**src/ure_pkg.sv**
```systemverilog
package ure_pkg;
    // ----------------------------------------
    // bus geometry
    // ----------------------------------------
    localparam int ADDR_W = 3;
    localparam int DATA_W = 8;
    localparam int FIFO_DEPTH_DEF = 8;
    // ----------------------------------------
    // register offsets
    // ----------------------------------------
    localparam logic [2:0] OFS_CTRL = 3'h0;
    localparam logic [2:0] OFS_FIFO_CTRL = 3'h1;
    localparam logic [2:0] OFS_STATUS = 3'h2;
    localparam logic [2:0] OFS_ERR_PTR = 3'h3;
    localparam logic [2:0] OFS_DATA = 3'h4;
    localparam logic [2:0] OFS_BAUD = 3'h5;
    localparam logic [2:0] OFS_LEVEL = 3'h6;
    // ----------------------------------------
    // field positions
    // ----------------------------------------
    localparam int CTRL_PWR_BIT = 7;
    localparam int CTRL_RXE_BIT = 6;
    localparam int CTRL_PEN_BIT = 1;
    localparam int CTRL_PODD_BIT = 0;
    localparam int FCTL_MODE_BIT = 7;
    localparam int STAT_OVF_BIT = 3;
    localparam int STAT_PE_BIT = 2;
    localparam int STAT_FE_BIT = 1;
    localparam int STAT_OVE_BIT = 0;
    localparam int PTR_PEF_BIT = 1;
    localparam int PTR_FEF_BIT = 0;
    localparam int LVL_FULL_BIT = 1;
    localparam int LVL_EMPTY_BIT = 0;
    // ----------------------------------------
    // reset values and counts
    // ----------------------------------------
    localparam logic [3:0] STAT_RST = 4'h0;
    localparam logic [3:0] STAT_KEEP = 4'hF;
    localparam logic [1:0] PTR_RST = 2'h0;
    localparam logic [7:0] BAUD_RST = 8'h10;
    localparam logic [2:0] LAST_DATA_BIT = 3'h7;

    typedef enum logic [2:0] {
        ST_IDLE, ST_START, ST_DATA, ST_PAR, ST_STOP
    } ure_state_e;
endpackage

```
**src/ure_fifo_if.sv**
```systemverilog
`timescale 1ns/1ns
`default_nettype none
interface ure_fifo_if #(parameter int W = 8);
    logic [W-1:0] wdata;
    logic wvalid;
    logic wready;
    logic [W-1:0] rdata;
    logic rvalid;
    logic rready;
    logic flush;
    modport fifo(input wdata, input wvalid, output wready, output rdata,
                 output rvalid, input rready, input flush);
    modport user(output wdata, output wvalid, input wready, input rdata,
                 input rvalid, output rready, output flush);
endinterface // ure_fifo_if
`default_nettype wire

```
**src/ure_fifo.sv**
```systemverilog
`timescale 1ns/1ns
`default_nettype none
module ure_fifo #(
    parameter int W = 8,
    parameter int DEPTH = 8
) (
    input wire logic sys_clk,
    input wire logic rst_n,
    ure_fifo_if.fifo f
);
    localparam int AW = $clog2(DEPTH);

    initial begin
        if (DEPTH < 2 || (1 << AW) != DEPTH) begin
            $error("depth must be a power of two");
        end
    end

    logic [W-1:0] mem [DEPTH];
    logic [AW:0] wp;
    logic [AW:0] rp;
    logic push;
    logic pop;

    assign f.wready = !((wp[AW] != rp[AW]) && (wp[AW-1:0] == rp[AW-1:0]));
    assign f.rvalid = (wp != rp);
    assign f.rdata = mem[rp[AW-1:0]];
    assign push = f.wvalid && f.wready;
    assign pop = f.rready && f.rvalid;

    // ----------------------------------------
    // pointers
    // ----------------------------------------
    always_ff @(posedge sys_clk or negedge rst_n) begin
        if (!rst_n) begin
            wp <= '0;
            rp <= '0;
        end else if (f.flush) begin
            wp <= '0;
            rp <= '0;
        end else begin
            if (push) begin
                wp <= wp + 1'b1;
            end
            if (pop) begin
                rp <= rp + 1'b1;
            end
        end
    end

    // ----------------------------------------
    // storage
    // ----------------------------------------
    always_ff @(posedge sys_clk) begin
        if (push) begin
            mem[wp[AW-1:0]] <= f.wdata;
        end
    end
endmodule // ure_fifo
`default_nettype wire

```
**src/ure_rx_err.sv**
```systemverilog
// Operation
// - single mode detects parity, framing, overrun
// - fifo mode detects parity, framing, overflow
// - single mode errors set status flags
// - fifo overflow sets status overflow flag
// - fifo parity/framing set error pointer flags
// - any flag set raises error interrupt
// - software reads error cause from registers
// - zero flag, power or enable clears status
// - only power-off write clears error pointer
// - parity mismatch flags a parity error
// - missing stop bit flags a framing error
// - single: unread previous character means overrun
// - fifo: full unread fifo means overflow
//
// Design decisions made here: the plain strobed port and the register offsets.
`timescale 1ns/1ns
`default_nettype none
module ure_rx_err
    import ure_pkg::*;
#(
    parameter int FIFO_DEPTH = FIFO_DEPTH_DEF
) (
    input wire logic sys_clk,
    input wire logic rst_n,
    input wire logic rx_pin,
    input wire logic [ADDR_W-1:0] addr,
    input wire logic [DATA_W-1:0] wr_data,
    input wire logic wr_stb,
    input wire logic rd_stb,
    output logic [DATA_W-1:0] rd_data,
    output logic rx_error_irq
);
    initial begin
        if (FIFO_DEPTH < 2) begin
            $error("fifo depth too small");
        end
    end

    // ----------------------------------------
    // declarations
    // ----------------------------------------
    logic rx_meta;
    logic rx_sync;
    logic power_on;
    logic rx_en;
    logic par_en;
    logic par_odd;
    logic fifo_mode;
    logic [7:0] baud_div;
    ure_state_e state;
    logic [7:0] cnt;
    logic [2:0] bitn;
    logic [7:0] shreg;
    logic par_acc;
    logic rx_done;
    logic [7:0] rx_char;
    logic rx_perr;
    logic rx_ferr;
    logic [7:0] hold_data;
    logic hold_full;
    logic [3:0] status;
    logic [1:0] err_ptr;
    logic active;
    logic wr_ctrl;
    logic pwr_clr;
    logic st_clr;
    logic pop_single;
    logic pe_s;
    logic fe_s;
    logic ove_s;
    logic ovf_s;
    logic pef_s;
    logic fef_s;
    logic set_any;

    ure_fifo_if #(.W(DATA_W)) fq();

    ure_fifo #(.W(DATA_W), .DEPTH(FIFO_DEPTH)) u_fifo (
        .sys_clk(sys_clk),
        .rst_n(rst_n),
        .f(fq.fifo)
    );

    function automatic logic [7:0] bit_reload(input logic [7:0] d);
        return d - 8'h01;
    endfunction

    function automatic logic is_wr(input logic s, input logic [2:0] a,
                                   input logic [2:0] o);
        return s && (a == o);
    endfunction

    // ----------------------------------------
    // pin synchroniser
    // ----------------------------------------
    always_ff @(posedge sys_clk or negedge rst_n) begin
        if (!rst_n) begin
            rx_meta <= 1'b1;
            rx_sync <= 1'b1;
        end else begin
            rx_meta <= rx_pin;
            rx_sync <= rx_meta;
        end
    end

    // ----------------------------------------
    // control registers
    // ----------------------------------------
    assign wr_ctrl = is_wr(wr_stb, addr, OFS_CTRL);
    assign pwr_clr = wr_ctrl && !wr_data[CTRL_PWR_BIT];
    assign active = power_on && rx_en;

    always_ff @(posedge sys_clk or negedge rst_n) begin
        if (!rst_n) begin
            power_on <= 1'b0;
            rx_en <= 1'b0;
            par_en <= 1'b0;
            par_odd <= 1'b0;
        end else if (wr_ctrl) begin
            power_on <= wr_data[CTRL_PWR_BIT];
            rx_en <= wr_data[CTRL_RXE_BIT];
            par_en <= wr_data[CTRL_PEN_BIT];
            par_odd <= wr_data[CTRL_PODD_BIT];
        end
    end

    always_ff @(posedge sys_clk or negedge rst_n) begin
        if (!rst_n) begin
            fifo_mode <= 1'b0;
        end else if (is_wr(wr_stb, addr, OFS_FIFO_CTRL)) begin
            fifo_mode <= wr_data[FCTL_MODE_BIT];
        end
    end

    always_ff @(posedge sys_clk or negedge rst_n) begin
        if (!rst_n) begin
            baud_div <= BAUD_RST;
        end else if (is_wr(wr_stb, addr, OFS_BAUD) && wr_data > 8'h01) begin
            baud_div <= wr_data;
        end
    end

    // ----------------------------------------
    // character receiver
    // ----------------------------------------
    always_ff @(posedge sys_clk or negedge rst_n) begin
        if (!rst_n) begin
            state <= ST_IDLE;
            cnt <= 8'h00;
            bitn <= 3'h0;
            shreg <= 8'h00;
            par_acc <= 1'b0;
            rx_done <= 1'b0;
            rx_char <= 8'h00;
            rx_perr <= 1'b0;
            rx_ferr <= 1'b0;
        end else begin
            rx_done <= 1'b0;
            if (!active) begin
                state <= ST_IDLE;
            end else begin
                unique case (state)
                    ST_IDLE: begin
                        if (!rx_sync) begin
                            cnt <= {1'b0, baud_div[7:1]} - 8'h01;
                            rx_perr <= 1'b0;
                            state <= ST_START;
                        end
                    end
                    ST_START: begin
                        if (cnt != 8'h00) begin
                            cnt <= cnt - 8'h01;
                        end else if (rx_sync) begin
                            state <= ST_IDLE;
                        end else begin
                            cnt <= bit_reload(baud_div);
                            bitn <= 3'h0;
                            par_acc <= par_odd;
                            state <= ST_DATA;
                        end
                    end
                    ST_DATA: begin
                        if (cnt != 8'h00) begin
                            cnt <= cnt - 8'h01;
                        end else begin
                            shreg <= {rx_sync, shreg[7:1]};
                            par_acc <= par_acc ^ rx_sync;
                            cnt <= bit_reload(baud_div);
                            bitn <= bitn + 3'h1;
                            if (bitn == LAST_DATA_BIT) begin
                                state <= par_en ? ST_PAR : ST_STOP;
                            end
                        end
                    end
                    ST_PAR: begin
                        if (cnt != 8'h00) begin
                            cnt <= cnt - 8'h01;
                        end else begin
                            rx_perr <= par_acc ^ rx_sync;
                            cnt <= bit_reload(baud_div);
                            state <= ST_STOP;
                        end
                    end
                    ST_STOP: begin
                        if (cnt != 8'h00) begin
                            cnt <= cnt - 8'h01;
                        end else begin
                            rx_ferr <= !rx_sync;
                            rx_char <= shreg;
                            rx_done <= 1'b1;
                            state <= ST_IDLE;
                        end
                    end
                endcase
            end
        end
    end

    // ----------------------------------------
    // single buffer and fifo path
    // ----------------------------------------
    assign pop_single = rd_stb && addr == OFS_DATA && !fifo_mode;
    assign fq.wdata = rx_char;
    assign fq.wvalid = rx_done && fifo_mode;
    assign fq.rready = rd_stb && addr == OFS_DATA && fifo_mode;
    assign fq.flush = !power_on;

    always_ff @(posedge sys_clk or negedge rst_n) begin
        if (!rst_n) begin
            hold_data <= 8'h00;
            hold_full <= 1'b0;
        end else if (!power_on) begin
            hold_full <= 1'b0;
        end else if (rx_done && !fifo_mode && (!hold_full || pop_single)) begin
            hold_data <= rx_char;
            hold_full <= 1'b1;
        end else if (pop_single) begin
            hold_full <= 1'b0;
        end
    end

    // ----------------------------------------
    // error detection
    // ----------------------------------------
    assign pe_s = rx_done && !fifo_mode && rx_perr;
    assign fe_s = rx_done && !fifo_mode && rx_ferr;
    assign ove_s = rx_done && !fifo_mode && hold_full && !pop_single;
    assign ovf_s = rx_done && fifo_mode && !fq.wready;
    assign pef_s = rx_done && fifo_mode && rx_perr;
    assign fef_s = rx_done && fifo_mode && rx_ferr;
    assign set_any = pe_s || fe_s || ove_s || ovf_s || pef_s || fef_s;

    assign st_clr = (is_wr(wr_stb, addr, OFS_STATUS) && wr_data[3:0] != STAT_KEEP)
        || (wr_ctrl && (!wr_data[CTRL_PWR_BIT] || !wr_data[CTRL_RXE_BIT]));

    // ----------------------------------------
    // sticky flags, set wins over clear
    // ----------------------------------------
    always_ff @(posedge sys_clk or negedge rst_n) begin
        if (!rst_n) begin
            status <= STAT_RST;
        end else begin
            status <= (st_clr ? STAT_RST : status)
                | {ovf_s, pe_s, fe_s, ove_s};
        end
    end

    always_ff @(posedge sys_clk or negedge rst_n) begin
        if (!rst_n) begin
            err_ptr <= PTR_RST;
        end else begin
            err_ptr <= (pwr_clr ? PTR_RST : err_ptr)
                | {pef_s, fef_s};
        end
    end

    always_ff @(posedge sys_clk or negedge rst_n) begin
        if (!rst_n) begin
            rx_error_irq <= 1'b0;
        end else begin
            rx_error_irq <= set_any;
        end
    end

    // ----------------------------------------
    // read port
    // ----------------------------------------
    always_ff @(posedge sys_clk or negedge rst_n) begin
        if (!rst_n) begin
            rd_data <= 8'h00;
        end else if (rd_stb) begin
            unique case (addr)
                OFS_CTRL: rd_data <= {power_on, rx_en, 4'h0, par_en, par_odd};
                OFS_FIFO_CTRL: rd_data <= {fifo_mode, 7'h00};
                OFS_STATUS: rd_data <= {4'h0, status};
                OFS_ERR_PTR: rd_data <= {6'h00, err_ptr};
                OFS_DATA: rd_data <= fifo_mode ? (fq.rvalid ? fq.rdata : 8'h00) : hold_data;
                OFS_BAUD: rd_data <= baud_div;
                OFS_LEVEL: rd_data <= {6'h00, !fq.wready, !fq.rvalid};
                default: rd_data <= 8'h00;
            endcase
        end
    end
endmodule // ure_rx_err
`default_nettype wire

```
**config.mk**
```make
export PLATFORM = sky130hd
export DESIGN_NAME = ure_rx_err
export DESIGN_NICKNAME = d
export VERILOG_FILES = /design/src/ure_pkg.sv /design/src/ure_fifo_if.sv /design/src/ure_fifo.sv /design/src/ure_rx_err.sv
export SDC_FILE = /design/constraint.sdc
export NUM_CORES = 1
export LEC_CHECK = 0
export ABC_AREA = 1
export BUFFER_PORTS_ARGS = -buffer_cell sky130_fd_sc_hd__buf_4
export CAP_MARGIN = 20
export CELL_PAD_IN_SITES_DETAIL_PLACEMENT = 1
export CELL_PAD_IN_SITES_GLOBAL_PLACEMENT = 1
export CORE_MARGIN = 2
export CORE_UTILIZATION = 51
export DETAILED_ROUTE_END_ITERATION = 16
export GPL_TIMING_DRIVEN = 0
export HOLD_SLACK_MARGIN = 0.1
export PLACE_DENSITY_LB_ADDON = 0.12
export SKIP_CTS_REPAIR_TIMING = 1
export SYNTH_ARGS = -nofsm -noshare
export SYNTH_HDL_FRONTEND = slang
export SYNTH_SLANG_ARGS = --single-unit
```
**constraint.sdc**
```tcl
create_clock -name sys_clk -period 6.5 [get_ports sys_clk]
set_input_delay 0.325 -clock sys_clk [delete_from_list [all_inputs] [get_ports sys_clk]]
set_output_delay 0.325 -clock sys_clk [all_outputs]
set_load 0.03 [all_outputs]
```
After elaboration in Yosys (flattened, before gate mapping)
Memories as Yosys holds them, arrays and structs flattened.
Index checks and enable logic that the tools add are counted.
Word-level totals
  word-level logic and storage cells: 165
  memory bits (writable): 64
  bits in registers: 81
  memories: 1
  output and inout bits: 9
  input bits: 16
Cells by class
  eq/ne operators: 31
  add/subtract/negate cells: 6
  multiplexer cells: 43
  $lt $le $gt $ge: 1
  bitwise logic cells: 4
  reductions and logical operators: 54
Memory list
  u_fifo.mem: depth 8, width 8, rd ports 1, clocked after Yosys merged registers in 0, write ports 1, RTL line ure_fifo.sv:19  | logic [W-1:0] mem [DEPTH];
Operators with widths (count)
  two-way mux 8 bit: 7
  case mux 8 bit (7 select lines): 1
  two-way mux 3 bit: 11
  case mux 8 bit (4 select lines): 1
  logical AND 1 bit: 25
  != test 3 bit, second input constant: 7
  two-way mux 4 bit: 5
  subtractor 8 x 1 -> 8 bit, second input constant: 2
  == test 3 bit, second input constant: 5
  case mux 3 bit (5 select lines): 1
  == test 3 x 2 -> 1 bit, second input constant: 4
  two-way mux 1 bit: 12
  != test 2 bit, second input constant: 6
  adder 4 x 1 -> 4 bit, second input constant: 2
  > comparator 8 x 1 -> 1 bit, second input constant: 1
  logical NOT 1 bit: 8
  logical OR 1 bit: 8
  AND reduction 4 bit: 2
  nonzero test 8 bit: 1
  subtractor 7 x 1 -> 8 bit, second input constant: 1
  == test 3 x 1 -> 1 bit, second input constant: 2
  logical NOT 3 bit: 2
  case mux 3 bit (2 select lines): 1
  AND reduction 3 bit: 2
  other kinds (18): 22

Logic depth before layout (Yosys ltp)
  depth after elaboration: 9
  mapped depth: 14
  mapped depth without buffers: 12

Cells and area by module
From an unflattened synthesis, not the netlist that was laid out.
Unflattened totals
  cells, all modules: 800
  area total of the unflattened synthesis: 7209.4 um^2
By module, submodules not included
  ure_rx_err: seq. area each 1830.5 um^2, area each 4113.9 um^2, cells an instance 533, times used 1
  ure_fifo: seq. area each 2122.0 um^2, area each 3095.5 um^2, cells an instance 267, times used 1

Worst setup path before layout
No wires, ideal clock.
  path kind: flip-flop to flip-flop
  from: register u_fifo.rp[1]
  to: memory u_fifo.mem[6][0] (enable)
  cell stages (with the launch flop): 12
  library setup time: 0.383 ns
  clock period less this slack: 2.151 ns
  arrival time: 1.768 ns
  setup slack: 4.349 ns
  required time: 6.117 ns
  path buffers: 1
  cell sequence: dfrtp_1 > buf_2 > inv_2 > nand2_1 > nand2_1 > nand2_1 > nor2_1 > nand2_1 > nand2_1 > inv_1 > nand2_1 > nor3_1
On the way
  cells in the longest elaborated chain, start to end: 6
Ends and longest elaborated chain
  start, declared: RTL line ure_fifo.sv:21  | logic [AW:0] rp;
  start signal, assigned: RTL line ure_fifo.sv:46  | rp <= rp + 1'b1;
  == test 3 bit: RTL line ure_fifo.sv:25  | assign f.wready = !((wp[AW] != rp[AW]) && (wp[AW-1:0] == rp[AW-1:0]));
  logical AND 1 bit: RTL line ure_fifo.sv:25
  logical NOT 1 bit: RTL line ure_fifo.sv:25
  logical AND 1 bit: RTL line ure_fifo.sv:28  | assign push = f.wvalid && f.wready;
  two-way mux 1 bit: RTL line ure_fifo.sv:55  | if (push) begin
  two-way mux 1 bit (not written as such): RTL line ure_fifo.sv:56  | mem[wp[AW-1:0]] <= f.wdata;
  end, declared: RTL line ure_fifo.sv:19
Every way passes these cells.

Worst setup path in the final report
  from: register u_fifo.rp[1]
  to: memory u_fifo.mem[4][7] (enable)
Same word-level chain as after synthesis.

==> results.json <==
{
  "placedCellCount": 1077,
  "synth_nets": 899,
  "cts_tree": "built",
  "crit_type": "reg -> reg",
  "cts_sinks": 145,
  "drc": 0,
  "cp.required_ps": 6560,
  "cp_common_cell": "nand2_1",
  "nNetsFinal": 945,
  "synth_flop_cell": "dfrtp_1",
  "ys.warnings.count": 0,
  "hold_violations": 0,
  "first_iter_violations": 480,
  "rows": 43,
  "fin_crit_sh_pct": 41.2,
  "skew_ps": 9.77,
  "ir_drop_uv": 219,
  "fin_util_pct": 59.6,
  "grt_setup_unrepaired": "no",
  "syn-instance-count": 874,
  "grt_max_degree": 82,
  "hpwl_um": 14800,
  "die_w_um": 123,
  "first_pass_iters": 5,
  "syn_avg_cell_area_sq_um": 8.30,
  "start_util_pct": 52.3,
  "dieArea_sq_um": 15200,
  "synth_edf_count": 64,
  "cts_root_buffer": "clkbuf_16",
  "grt.total_usage_pct": 28.7,
  "antennaDiodeCount": 0,
  "synth.most_common_cell": "nand2_1",
  "hold_ws_ps": 130,
  "cp-end-kind": "flip-flop",
  "cap_violations": 0,
  "cts_buffers": 17,
  "crit_arrival_ps": 2740,
  "fmax_mhz": 373,
  "max_stage_delay_ps": 690,
  "worstMarginPinSlew_ps": 901,
  "pwr_density_cell_nw_per_um2": 278,
  "netlist_area_sq_um": 7250,
  "ant_nets": 0,
  "grt_pass1_wl_um": 32500,
  "port-buffer-count": 23,
  "slowest_stage": "nor2_1",
  "synth_area_leaders": "dfrtp_1, edfxtp_1, nand2_1, inv_1, nand3_1",
  "wl_um": 20700,
  "synth-seq-area-share_pct": 54.5,
  "min_path_type": "in -> reg",
  "place_congestion": 0.911,
  "htreeDepth": 4,
  "io_pins": 25,
  "setup_viol": 0,
  "core_sq_um": 13900,
  "ys_seq_elements": 145,
  "cp_max_fo": 10,
  "slew_violations": 0,
  "worstPathCellList": "buf_2 -> inv_2 -> nand2_1 -> nand2_1 -> nand2_1 -> nor2_1 -> nand2_1 -> nand2_1 -> inv_1 -> nand2_1 -> nor2_1",
  "die_h_um": 123,
  "clockBufferDepth": 2,
  "grt_pass1_vias": 6313,
  "syn2layout_area_growth_pct": 14.1,
  "stdcell_area_sq_um": 8270,
  "yosysTopAreaCellShare_pct": 26.9,
  "overflow": 0,
  "synth.distinct_cells": 42,
  "synth_common_cells": "nand2_1, inv_1, dfrtp_1",
  "worst_setup_path_start_kind": "flip-flop",
  "finalSetupTns_ps": 0,
  "synth_top_area_cell": "dfrtp_1",
  "vias_per_cell": 5.47,
  "leakagePower_nw": 4.02,
  "relSlewSlack_pct": 39.7,
  "clk_pin_slew_ps": 60,
  "dr_total_vias": 6087,
  "antenna_found_initial": 0,
  "insertion_delay_ps": 430,
  "stdcell_count": 1113,
  "drive_gt1_share_pct": 10.1,
  "place_area_sq_um": 7650,
  "min_period_ps": 2680,
  "run_status": "complete, no violations",
  "routedWlPerCell_um": 18.6,
  "async_flop_share_pct": 55.9
}
[where the power goes]
group	switching (mW)	internal [mW]
combinational	0.213	0.0978
clock	0.394	0.543
sequential	0.0545	1.00
[critical path, delay by kind of cell (launching register included)]
kind | cells | cell delay, ps
buf+inv | 3 | 520
flops | 1 | 350
simple gates | 8 | 1430
[metrics by stage]
stage          power [mW]  setup WS (ps)
6_report             2.30           3820
5_1_grt              2.39           3630
4_1_cts              2.30           3530
3_5_place_dp         1.37           3580
2_1_floorplan        1.25           4350
3_3_place_gp         1.34           3700
[metal layers]
| metal | share of wire, % | global-route usage [%] | vias to the layer above |
|---|---|---|---|
| li1 | - | - | 2870 |
| met1 | 46 | 39.2 | 3059 |
| met4 | 1.3 | 8.66 | 0 |
| met2 | 49 | 47.1 | 133 |
| met5 | 0 | 0 | - |
| met3 | 3.6 | 4.98 | 25 |
[cells by family (layout without fill, tap and decap cells)]
logic type	after synthesis	in the layout	share of synthesized area [%]
simple gates	438	438	25.3
flops	145	145	54.5
buf+inv	170	229	9.11
mux	3	3	0.431
fa+ha+maj	9	9	1.55
compound gates	99	99	7.92
xor+xnor	10	10	1.21
[area by class of cell]
type	instances	area, sq um
Fill cell	1687	5610
Sequential cell	145	3950
Multi-Input combinational cell	559	2640
Clock inverter	10	73.8
Timing Repair Buffer	27	225
Clock buffer	22	495
Tap cell	180	225
Buffer	20	97.6
Inverter	150	563
[state kept, by name, indices dropped and copies added, names as in the netlist, 2 cells and up]
signal,cells
status,4
err_ptr,2
rd_data,8
state,3
fq.wdata,8
hold_data,8
cnt,8
baud_div,8
u_fifo.mem,64
u_fifo.wp,4
u_fifo.rp,4
bitn,3
shreg,8
[worst paths after layout]
path / start / end / slack [ps] / cells after the start
min in group asynchronous: rst_n / u_fifo.wp[1] / 270 / 2
worst min register to register: rx_meta / rx_sync / 350 / 0
max in group asynchronous: rst_n / rx_meta / 5580 / 3
worst max register to register: u_fifo.rp[1] / u_fifo.mem[4][7] / 3820 / 11
worst min-delay path: wr_stb / fifo_mode / 130 / 2
worst max-delay path: u_fifo.rp[1] / u_fifo.mem[4][7] / 3820 / 11
[placed cells by master, fill, tap and decap left out, types with 12 or more instances in the layout]
| master | instances |
|---|---|
| a21oi_1 | 19 |
| nor3_1 | 12 |
| edfxtp_1 | 64 |
| nand3_1 | 74 |
| nand2_1 | 286 |
| dfrtp_1 | 78 |
| o21ai_0 | 55 |
| inv_1 | 145 |
| buf_4 | 24 |
| nor2_1 | 47 |
| clkbuf_16 | 18 |
Note: power is estimated with default switching activity, not from simulation.
